[config.mk]
export PLATFORM = sky130hd
export DESIGN_NAME = htc_heater
export DESIGN_NICKNAME = d
export VERILOG_FILES = /design/src/pkg/htc_pkg.sv /design/src/design/htc_heater.sv
export SDC_FILE = /design/constraint.sdc
export NUM_CORES = 2
export LEC_CHECK = 0
export ABC_AREA = 0
export ABC_CLOCK_PERIOD_IN_PS = 63700
export BUFFER_PORTS_ARGS = -buffer_cell sky130_fd_sc_hd__buf_2
export CAP_MARGIN = 40
export CORE_UTILIZATION = 55
export CTS_CLUSTER_DIAMETER = 50
export DETAILED_ROUTE_END_ITERATION = 12
export PLACE_DENSITY_LB_ADDON = 0.15
export SETUP_SLACK_MARGIN = 0.1
export SLEW_MARGIN = 20
export SYNTH_ARGS = -nofsm -noshare
export SYNTH_HDL_FRONTEND = slang
export SYNTH_SLANG_ARGS = --single-unit
[constraint.sdc]
create_clock -name CLK -period 63.7 [get_ports CLK]
set_input_delay 9.555 -clock CLK [delete_from_list [all_inputs] [get_ports CLK]]
set_output_delay 9.555 -clock CLK [all_outputs]
set_load 0.01 [all_outputs]
[src/pkg/htc_pkg.sv]
// Package for the heat trace control and alarm block.
// Assumes one 40 MHz clock and a simple strobe register port.
package htc_pkg;

  // ----------------------------------------------------------------
  // Register map (word index on the register port)
  // ----------------------------------------------------------------
  localparam logic [3:0] REG_CTRL      = 4'h0; // Mode, enable, fail default
  localparam logic [3:0] REG_SETPOINT  = 4'h1; // Setpoint, 0.1 C units
  localparam logic [3:0] REG_DEADBAND  = 4'h2; // Deadband, 0.1 C units
  localparam logic [3:0] REG_LO_TEMP   = 4'h3; // Low temperature alarm level
  localparam logic [3:0] REG_HI_TEMP   = 4'h4; // High temperature alarm level
  localparam logic [3:0] REG_LO_CUR    = 4'h5; // Low current alarm, 10 mA units
  localparam logic [3:0] REG_HI_CUR    = 4'h6; // High current alarm, 10 mA units
  localparam logic [3:0] REG_PLIMIT    = 4'h7; // Power limit, 10 mA units, 0 = off
  localparam logic [3:0] REG_GF_LIMIT  = 4'h8; // Ground fault alarm level, 1 mA units
  localparam logic [3:0] REG_GF_TRIP   = 4'h9; // Ground fault trip level, 1 mA units
  localparam logic [3:0] REG_TEMP      = 4'ha; // Measured temperature
  localparam logic [3:0] REG_CURRENT   = 4'hb; // Measured current
  localparam logic [3:0] REG_GF_CUR    = 4'hc; // Measured ground fault current
  localparam logic [3:0] REG_STATUS    = 4'hd; // Heater status word
  localparam logic [3:0] REG_ALARM     = 4'he; // Heater alarm word
  localparam logic [3:0] REG_DUTY      = 4'hf; // Duty step in tenths

  // ----------------------------------------------------------------
  // Field positions and reset values
  // ----------------------------------------------------------------
  localparam int CTRL_PROP_BIT   = 0; // 1 = proportional
  localparam int CTRL_ENA_BIT    = 1; // Heater enable
  localparam int CTRL_FAILON_BIT = 2; // Output state on sensor loss
  localparam logic [15:0] CTRL_RST     = 16'h0002; // On/off, enabled, fail off
  localparam logic [15:0] SETPOINT_RST = 16'h0064;
  localparam logic [15:0] DEADBAND_RST = 16'h0014;
  localparam logic [3:0]  DUTY_FULL    = 4'ha; // Ten tenths
  localparam logic [3:0]  DUTY_ONE     = 4'h1;
  localparam int PROP_BAND_SHIFT = 2;  // Internal gain: band = 4 x deadband
  localparam logic [21:0] PWM_TENTH = 22'h3d0900; // 0.1 s at 40 MHz

  // Alarm word bit positions
  typedef enum int {
    AL_LO_TEMP, AL_HI_TEMP, AL_LO_CUR, AL_HI_CUR, AL_GF_TRIP, AL_GF,
    AL_SENS_A, AL_SENS_B, AL_SW_FAIL, AL_LO_VOLT, AL_HI_VOLT, AL_HI_CUR_TRIP,
    AL_GF_TEST, AL_TT_GF, AL_TT_LO_CUR, AL_TT_HI_CUR, AL_TT_GF_TRIP, AL_TT_SW_FAIL,
    AL_COUNT
  } htc_alarm_e;

  // Measurements entering the block
  typedef struct packed {
    logic [15:0] temp;      // Signed, 0.1 C
    logic [15:0] current;   // 10 mA
    logic [15:0] gf_cur;    // 1 mA
    logic        sens_a_ok;
    logic        sens_b_ok;
  } htc_meas_s;

  // Flags raised elsewhere in the controller
  typedef struct packed {
    logic lo_volt, hi_volt, sw_fail, hi_cur_trip, gf_test_fail;
    logic tt_gf, tt_lo_cur, tt_hi_cur, tt_gf_trip, tt_sw_fail;
  } htc_ext_s;

endpackage : htc_pkg

[src/design/htc_heater.sv]
// Per-heater control and alarm logic with a strobe register port.
// Assumes measurements are synchronous to CLK and refreshed slowly.
//
// Behaviour
// - On/off: heat below setpoint minus deadband, stop above setpoint plus.
// - On/off or proportional per heater; on/off after reset.
// - Proportional gain is fixed inside; software cannot set it.
// - Power limit caps average current at the configured limit.
// - Limited duty moves in tenths of full duty only.
// - If one tenth duty exceeds the limit, output stays off.
// - Current scaled to full-duty equivalent before low current check.
// - High current alarm suppressed while power limiting.
// - On total sensor loss output takes the configured default.
// - Low temperature alarm clears once temperature exceeds its level.
// - High temperature alarm set whenever temperature exceeds its level.
// - Individual alarm flags for every fault class per heater.
// - Individual flags for the periodic trace test results.
// - Current in 10 mA units, ground fault current in 1 mA units.
// - Temperature in tenths of a degree Celsius.
// - Heater on and alarm summary bits readable in status registers.
// - Every module on a shared link needs a distinct number, same rate.
`timescale 1ns/1ps
module htc_heater
  import htc_pkg::*;
#(
  parameter logic [21:0] TENTH_CYCLES = PWM_TENTH
) (
  input  wire logic        CLK,
  input  wire logic        RST,
  input  wire logic        CE,
  input  wire logic [3:0]  ADDR,
  input  wire logic [15:0] WDATA,
  input  wire logic        WR,
  input  wire logic        RD,
  input  wire htc_meas_s   MEAS,
  input  wire htc_ext_s    EXT,
  output logic [15:0]      RDATA,
  output logic             HEAT_OUT,
  output logic             ALARM_ANY
);

  // ----------------------------------------------------------------
  // Helpers
  // ----------------------------------------------------------------
  // Current at duty d tenths: i * d / 10, compared as i * d vs lim * 10
  function automatic logic [19:0] htc_times_tenths(input logic [15:0] v,
                                                   input logic [3:0] d);
    htc_times_tenths = v * d;
  endfunction : htc_times_tenths

  // ----------------------------------------------------------------
  // Registers
  // ----------------------------------------------------------------
  logic [15:0] ctrl_reg, setp_reg, db_reg, lot_reg, hit_reg;
  logic [15:0] loc_reg, hic_reg, pl_reg, gfa_reg, gft_reg;
  logic [AL_COUNT-1:0] alarm_reg;
  logic [3:0]  duty_reg;
  logic        heat_reg, call_reg, lim_reg;
  logic [15:0] full_reg;
  logic [21:0] tick_reg;
  logic [3:0]  phase_reg;
  logic [15:0] rdata_reg;
  logic        heat_out_reg, alarm_any_reg;

  // ----------------------------------------------------------------
  // Decode and combinational control
  // ----------------------------------------------------------------
  wire logic signed [16:0] temp_s = {MEAS.temp[15], MEAS.temp};
  wire logic signed [16:0] sp_s   = {setp_reg[15], setp_reg};
  wire logic signed [16:0] db_s   = {1'b0, db_reg};
  wire logic signed [16:0] on_lvl  = sp_s - db_s;
  wire logic signed [16:0] off_lvl = sp_s + db_s;
  wire logic prop_mode   = ctrl_reg[CTRL_PROP_BIT];
  wire logic enabled     = ctrl_reg[CTRL_ENA_BIT];
  wire logic sensor_lost = !MEAS.sens_a_ok && !MEAS.sens_b_ok;
  wire logic limit_on    = (pl_reg != 16'h0000);

  // On/off decision with hysteresis
  wire logic below_on  = temp_s < on_lvl;
  wire logic above_off = temp_s > off_lvl;
  wire logic call_next = below_on ? 1'b1 : (above_off ? 1'b0 : call_reg);

  // Proportional: band of 4 x deadband below setpoint maps to 0..10 tenths
  wire logic [16:0] band   = {1'b0, db_reg} << PROP_BAND_SHIFT;
  wire logic signed [16:0] err = sp_s - temp_s;
  wire logic [20:0] err_x10 = 21'(err) * 21'(DUTY_FULL);
  wire logic [3:0] prop_duty = (err <= 0) ? 4'h0 :
                               (band == 17'h0 || err_x10 >= 21'(band) * 21'(DUTY_FULL))
                               ? DUTY_FULL : 4'(err_x10 / 21'(band));

  // Full-duty current: measured current scaled back by the duty in use
  wire logic [19:0] cur_x10 = htc_times_tenths(MEAS.current, DUTY_FULL);
  wire logic [15:0] cur_full = (duty_reg == 4'h0) ? MEAS.current :
                               16'(cur_x10 / 20'(duty_reg));

  // Full-duty estimate; while the output is off the last one drawn stands in,
  // otherwise a zero reading would lift the limit and the heater would pulse
  wire logic [15:0] cur_est = (duty_reg == 4'h0) ? full_reg : cur_full;
  wire logic min_step_fits = htc_times_tenths(cur_est, DUTY_ONE)
                             <= htc_times_tenths(pl_reg, DUTY_FULL);

  // Largest tenth whose average current stays within the limit
  logic [3:0] lim_duty;
  always_comb begin
    lim_duty = 4'h0;
    for (int d = 1; d <= int'(DUTY_FULL); d++) begin
      if (htc_times_tenths(cur_est, 4'(d)) <= htc_times_tenths(pl_reg, DUTY_FULL))
        lim_duty = 4'(d);
    end
  end

  // Demand duty before and after limiting
  wire logic [3:0] demand = prop_mode ? prop_duty : (call_next ? DUTY_FULL : 4'h0);
  wire logic       limiting = limit_on && (demand > lim_duty);
  wire logic [3:0] duty_next = !enabled ? 4'h0 :
                               (limiting ? lim_duty : demand);
  wire logic tick_done = (tick_reg == TENTH_CYCLES - 22'h1);
  wire logic wrap      = tick_done && (phase_reg == DUTY_FULL - DUTY_ONE);
  wire logic pwm_on    = (phase_reg < duty_reg);
  wire logic heat_next = sensor_lost ? ctrl_reg[CTRL_FAILON_BIT] : pwm_on;
  // Limiting state as it will stand after this edge, so the alarm never lags it
  wire logic lim_next  = wrap ? (enabled && limiting) : lim_reg;

  // Alarm conditions
  logic [AL_COUNT-1:0] alarm_next;
  always_comb begin
    alarm_next = alarm_reg;
    if (temp_s < $signed({lot_reg[15], lot_reg})) alarm_next[AL_LO_TEMP] = 1'b1;
    else if (temp_s > $signed({lot_reg[15], lot_reg})) alarm_next[AL_LO_TEMP] = 1'b0;
    alarm_next[AL_HI_TEMP] = temp_s > $signed({hit_reg[15], hit_reg});
    alarm_next[AL_LO_CUR]  = heat_reg && (cur_full < loc_reg);
    alarm_next[AL_HI_CUR]  = !lim_next && heat_reg && (MEAS.current > hic_reg);
    alarm_next[AL_GF_TRIP] = MEAS.gf_cur > gft_reg;
    alarm_next[AL_GF]      = MEAS.gf_cur > gfa_reg;
    alarm_next[AL_SENS_A]  = !MEAS.sens_a_ok;
    alarm_next[AL_SENS_B]  = !MEAS.sens_b_ok;
    alarm_next[AL_SW_FAIL] = EXT.sw_fail;
    alarm_next[AL_LO_VOLT] = EXT.lo_volt;
    alarm_next[AL_HI_VOLT] = EXT.hi_volt;
    alarm_next[AL_HI_CUR_TRIP] = EXT.hi_cur_trip;
    alarm_next[AL_GF_TEST]     = EXT.gf_test_fail;
    alarm_next[AL_TT_GF]       = EXT.tt_gf;
    alarm_next[AL_TT_LO_CUR]   = EXT.tt_lo_cur;
    alarm_next[AL_TT_HI_CUR]   = EXT.tt_hi_cur;
    alarm_next[AL_TT_GF_TRIP]  = EXT.tt_gf_trip;
    alarm_next[AL_TT_SW_FAIL]  = EXT.tt_sw_fail;
  end

  // Read mux
  logic [15:0] rd_mux;
  always_comb begin
    case (ADDR)
      REG_CTRL:     rd_mux = ctrl_reg;
      REG_SETPOINT: rd_mux = setp_reg;
      REG_DEADBAND: rd_mux = db_reg;
      REG_LO_TEMP:  rd_mux = lot_reg;
      REG_HI_TEMP:  rd_mux = hit_reg;
      REG_LO_CUR:   rd_mux = loc_reg;
      REG_HI_CUR:   rd_mux = hic_reg;
      REG_PLIMIT:   rd_mux = pl_reg;
      REG_GF_LIMIT: rd_mux = gfa_reg;
      REG_GF_TRIP:  rd_mux = gft_reg;
      REG_TEMP:     rd_mux = MEAS.temp;
      REG_CURRENT:  rd_mux = MEAS.current;
      REG_GF_CUR:   rd_mux = MEAS.gf_cur;
      REG_STATUS:   rd_mux = {13'h0, lim_reg, |alarm_reg, heat_reg};
      REG_ALARM:    rd_mux = alarm_reg[15:0];
      REG_DUTY:     rd_mux = {8'h0, 2'(alarm_reg[AL_COUNT-1:16]), 2'h0, duty_reg};
      default:      rd_mux = 16'h0000;
    endcase
  end

  // ----------------------------------------------------------------
  // Register writes
  // ----------------------------------------------------------------
  always_ff @(posedge CLK or posedge RST) begin
    if (RST) begin
      ctrl_reg <= CTRL_RST;
      setp_reg <= SETPOINT_RST;
      db_reg   <= DEADBAND_RST;
      lot_reg  <= 16'h0000;
      hit_reg  <= 16'h7fff;
      loc_reg  <= 16'h0000;
      hic_reg  <= 16'hffff;
      pl_reg   <= 16'h0000;
      gfa_reg  <= 16'hffff;
      gft_reg  <= 16'hffff;
    end else if (CE && WR) begin
      case (ADDR)
        REG_CTRL:     ctrl_reg <= WDATA;
        REG_SETPOINT: setp_reg <= WDATA;
        REG_DEADBAND: db_reg   <= WDATA;
        REG_LO_TEMP:  lot_reg  <= WDATA;
        REG_HI_TEMP:  hit_reg  <= WDATA;
        REG_LO_CUR:   loc_reg  <= WDATA;
        REG_HI_CUR:   hic_reg  <= WDATA;
        REG_PLIMIT:   pl_reg   <= WDATA;
        REG_GF_LIMIT: gfa_reg  <= WDATA;
        REG_GF_TRIP:  gft_reg  <= WDATA;
        default:      ;
      endcase
    end
  end

  // ----------------------------------------------------------------
  // Control state and outputs
  // ----------------------------------------------------------------
  // Duty is latched once per 1 s window so the average stays honest
  always_ff @(posedge CLK or posedge RST) begin
    if (RST) begin
      tick_reg  <= 22'h0;
      phase_reg <= 4'h0;
      duty_reg  <= 4'h0;
      call_reg  <= 1'b0;
      lim_reg   <= 1'b0;
      full_reg  <= 16'h0000;
    end else if (CE) begin
      tick_reg  <= tick_done ? 22'h0 : tick_reg + 22'h1;
      if (tick_done)
        phase_reg <= wrap ? 4'h0 : phase_reg + 4'h1;
      if (wrap) begin
        duty_reg <= duty_next;
        call_reg <= call_next;
        lim_reg  <= lim_next;
        // Keep the last full-duty reading for windows with the output off
        if (duty_reg != 4'h0)
          full_reg <= cur_full;
      end
    end
  end

  always_ff @(posedge CLK or posedge RST) begin
    if (RST) begin
      heat_reg      <= 1'b0;
      alarm_reg     <= '0;
      rdata_reg     <= 16'h0000;
      heat_out_reg  <= 1'b0;
      alarm_any_reg <= 1'b0;
    end else if (CE) begin
      heat_reg      <= heat_next;
      alarm_reg     <= alarm_next;
      rdata_reg     <= RD ? rd_mux : 16'h0000;
      heat_out_reg  <= heat_next;
      alarm_any_reg <= |alarm_next;
    end
  end

  assign RDATA     = rdata_reg;
  assign HEAT_OUT  = heat_out_reg;
  assign ALARM_ANY = alarm_any_reg;
endmodule : htc_heater

# Word level (Yosys, flattened, before mapping)
# Cells that the tools add are included.
op_classes:
  add_sub_neg: 5
  mul: 10
  n_div: 2
  magnitude_cmp: 23
  eq_ne: 17
  n_mux: 28
  reduce_logical: 32
op_table:
  columns: ["operator", "n"]
  rows:
  - ["16-bit one-hot mux with 16 select lines", 1]
  - ["16-bit by 3-bit multiplier with 19-bit output (second input constant)", 5]
  - ["16-bit > comparator", 5]
  - ["19-bit by 20-bit <= comparator with 1-bit output", 4]
  - ["4-bit 2-to-1 mux", 16]
  - ["16-bit 2-to-1 mux", 3]
  - ["18-bit by 20-bit <= comparator with 1-bit output", 2]
  - ["20-bit <= comparator", 2]
  - ["4-bit == test (second input constant)", 9]
  - ["16-bit by 2-bit multiplier with 18-bit output (second input constant)", 2]
  - ["18-bit OR reduction", 2]
  - ["16-bit < comparator", 2]
  - ["2-bit AND reduction", 12]
  - ["22-bit by 1-bit adder with 22-bit output (second input constant)", 1]
  - ["22-bit == test (second input constant)", 1]
  - ["22-bit 2-to-1 mux", 1]
  - ["21-bit by 17-bit divider with 21-bit output", 1]
  - ["21-bit >= comparator", 1]
  - ["21-bit by 3-bit multiplier with 20-bit output (second input constant)", 1]
  - ["20-bit by 4-bit divider with 20-bit output", 1]
  - ["16-bit by 20-bit <= comparator with 1-bit output", 1]
  - ["17-bit by 20-bit <= comparator with 1-bit output", 1]
  - ["16-bit by 4-bit multiplier with 20-bit output (second input constant)", 1]
  - ["15-bit by 3-bit multiplier with 18-bit output (second input constant)", 1]
  - ["21 further kinds", 41]
word_totals:
  ff_bits: 244
  input_bits: 85

# Longest topological paths before layout
logic_depth:
  depth_word: 23
  ltp_mapped: 289
  mapped_depth_nobuf: 270

# Worst setup path after synthesis
# OpenSTA, ideal clock, no wires.
synth_path:
  kind: "input port to flip-flop"
  startpoint: "input port MEAS[35] in the netlist's numbering"
  endpoint: "register alarm_any_reg, in the netlist ALARM_ANY"
  arrival_time_ns: 59.936
  required_ns: 63.623
  setup_slack_ns: 3.686
  path_stages: 275
  path_buffers: 19
  cell_sequence: "inv_1 ha_1 nor2b_1 o21ai_0 nand2b_1 a21o_1 a21o_1 a21o_1 a21o_1 and2_1 nor2_1 xor2_1 ha_1 a21boi_0 o21ai_0 a21boi_0 o21ai_0 a21boi_0 [... 239 more ...] nor2b_1 o21ai_0 nand2b_1 a21oi_1 nor2b_1 o21ai_0 a41o_1 ha_1 nor2b_1 o21ai_0 nand2b_1 a21oi_1 nor2_1 nand2_1 nor2_1 a2111oi_0 nor4_1 a21oi_1"
synth_via:
  elab_chain_len: 15
synth_lines:
  columns: ["item", "line", "rtl"]
  rows:
  - ["start, declared", "htc_heater.sv:35", "input wire htc_meas_s MEAS,"]
  - ["parallel branches: the longest is 14 deep, another holds 21-bit by 3-bit multiplier with 20-bit output", null, null]
  - ["18-bit OR reduction *", "htc_heater.sv:244", "alarm_any_reg <= |alarm_next;"]
  - ["end signal, assigned", "htc_heater.sv:244", null]
  - ["end, declared", "htc_heater.sv:63", "logic heat_out_reg, alarm_any_reg;"]
# Every way passes the cells marked *.
# A chain may end at the register's enable or synchronous reset.

# Final worst setup path
layout_path:
  startpoint: "input port MEAS[27] in the netlist's numbering"
  endpoint: "register alarm_any_reg, in the netlist ALARM_ANY"
layout_via:
  elab_chain_len: 23
layout_lines:
  columns: ["item", "line"]
  rows:
  - ["parallel branches: the longest is 22 deep, another holds 20-bit by 4-bit divider with 20-bit output", null]
  - ["18-bit OR reduction *", "htc_heater.sv:244"]
# Marks and branches as above.

==> out/results.ini <==
[routing]
wl_per_cell_um=21.7
drt-total-wl_mm=132
drt_iter0_markers=3700
drtPass1Iterations=7
route.detailed.drc=0
vias=39000
viasPerCell=6.40
antenna_left=0

[sta]
min_period_ps=60000
tightest_slew_ps=1010
maxSlewViolCount=0
setup_viol=0
fin_crit_sh=0.942
fmax_ghz=0.0167
hold_viol=0
worst_clock_skew_ps=41.4
slew_headroom=0.320

[grt]
grt_pass1_vias=36100
grt_max_degree=109
grt_overflow=0
grt_pass1_wl_mm=205
antenna_found_initial=8
grt_usage=0.348

[critical_path]
crit_top_cell=ha_1
critPathSlowestCell=or4_1
r2r_slack_ps=12410
crit_path_max_incr_delay_ps=620
crit_type=in -> reg
crit_required_ps=64200
cp.arrival_ps=60500
worst_setup_path_start_kind=primary input
path_max_fanout=14
crit_path_end_kind=flop

[die]
die_area_mm2=0.0741
std_cell_rows=98
die_y_um=272
coreArea_mm2=0.0719
num_io_pins=103
initial_core_util=0.559
die_x_um=272

[cells_and_area]
final_nets=6028
fin_util=0.607
largest_reg_flops=22
fill_cells=6580
syn_to_final_growth_pct=8.67
drive_gt1_frac=0.113
fin_cells=6091

[clock_tree]
cts_tree=yes
cts.sinks=244
path_clk_slew_ps=70
cts-htree-levels=1
cts_root_buf=clkbuf_16
worstSkewPairLatency_ps=600
clock_path_buffers=3
cts_hold_buf=0
cts_buffers=30

[logic_synthesis]
synth-edff-count=0
seq_area_frac_synth=0.154
synth_cells=5013
syn_area_mm2=0.0402
synthesis.nets=5929
yosysWarningCount=0
ys_types=120
synthArstFlopShare=1.00
synth_flop_cell=dfrtp_1
synth_seq_cells=244
avgSynthCellArea_um2=8.01

[flow_run]
max-cap-violations=0

[placed_design]
placed_cells=6003
port_buffers=102
dp_hpwl_mm=103
gp_congestion=1.02

[min_path]
hold_class=reg -> reg

[run_status]
status=finished clean

cells in the mapped netlist (all sizes together), types with 28 or more instances:
master / number / area share
a21o: 154 / 0.029
xor2: 66 / 0.014
inv: 313 / 0.029
clkbuf: 128 / 0.012
nor3: 245 / 0.031
and2: 30 / 0.0047
o31ai: 104 / 0.019
dfrtp: 175 / 0.11
xnor2: 158 / 0.034
nor4: 40 / 0.0071
nand2b: 80 / 0.012
nand3: 90 / 0.011
nand2: 381 / 0.036
nor2: 341 / 0.032
a31oi: 29 / 0.0050
nor2b: 80 / 0.012
mux2i: 31 / 0.0078
nand4: 102 / 0.016
a211oi: 33 / 0.0064
o21a: 198 / 0.037
o21bai: 54 / 0.010
and3: 38 / 0.0060
dfstp: 69 / 0.045
or2: 28 / 0.0044
o21ai: 353 / 0.044
a21oi: 351 / 0.044
mux2: 128 / 0.036
ha: 805 / 0.25
a22oi: 80 / 0.015
what timing repair did:
item                                    4_1_cts  5_1_grt
endpoints found under the setup margin        0        7
gates resized for setup                       0       43
buffers inserted                              0       19
worst paths after layout:
check / startpoint / cells past startpoint / endpoint
max: MEAS[27] / 223 / ALARM_ANY
min: tick_reg[4] / 1 / tick_reg[4]
max reg2reg: setp_reg[0] / 272 / ALARM_ANY
min reg2reg: tick_reg[4] / 1 / tick_reg[4]
max in group asynchronous: RST / 5 / gft_reg[5]
min in group asynchronous: RST / 2 / setp_reg[0]
final cells by class:
type / instances / area (um2) / share of cell area
Timing Repair Buffer: 213 / 1490 / 0.0340
Sequential cell: 244 / 6190 / 0.142
Clock inverter: 16 / 216 / 0.00496
Multi-Input combinational cell: 4310 / 32500 / 0.745
Clock buffer: 40 / 858 / 0.0197
Tap cell: 950 / 1190 / 0.0272
Antenna cell: 5 / 12.5 / 0.000287
Inverter: 313 / 1180 / 0.0271
per-stage QoR:
| stage | setup slack (ps) | setup TNS, ps | instance area (um2) | hold WS (ps) |
|---|---|---|---|---|
| floorplan | 3690 | 0 | 40200 | 439 |
| finish | 3700 | 0 | 43600 | 469 |
| global placement | 1140 | 0 | 41900 | 456 |
| detailed placement | 1120 | 0 | 42100 | 467 |
| global route | -62.0 | -62.0 | 43600 | 484 |
| CTS | 1500 | 0 | 43100 | 479 |
critical path, delay by kind of cell:
kind	cells	cell delay (ps)
fa+ha+maj	26	7830
xor+xnor	1	140
compound gates	97	20610
simple gates	85	18920
mux	5	1560
buf+inv	9	1690
cell usage in the layout, fill, tap and decap left out, drive strengths merged, types with 26 or more instances in the layout:
master,netlist,layout
ha,805,805
nand2,381,381
o21ai,353,353
a21oi,351,351
nor2,341,341
inv,313,319
nor3,245,245
buf,18,211
o21a,198,198
dfrtp,175,175
xnor2,158,158
a21o,154,154
mux2,128,128
o31ai,104,104
nand4,102,102
nand3,90,90
nor2b,80,80
nand2b,80,80
a22oi,80,80
dfstp,69,69
xor2,66,66
o21bai,54,54
clkbuf,128,42
nor4,40,40
and3,38,38
a211oi,33,33
mux2i,31,31
and2,30,30
a31oi,29,29
or2,28,28
a221oi,27,27
fa,26,26
per-layer routing:
layer,GRT usage,share of wire,vias to the layer above
li1,-,-,18900
met1,0.496,0.45,18200
met2,0.531,0.42,1616
met3,0.0662,0.10,268
met4,0.0973,0.033,6
met5,0,0.00026,-
cell families after synthesis:
logic type | share of synthesized area
adder cells (fa/ha/maj) | 0.264
multiplexers | 0.0439
flip-flops | 0.154
buffers and inverters | 0.0432
AND/OR/NAND/NOR | 0.189
AO/OA/AOI/OAI | 0.256
XOR/XNOR | 0.0488
Power is left out: the tool's default activity adds up to more than one toggle a clock period on the data nets, which glitch-free logic cannot reach.
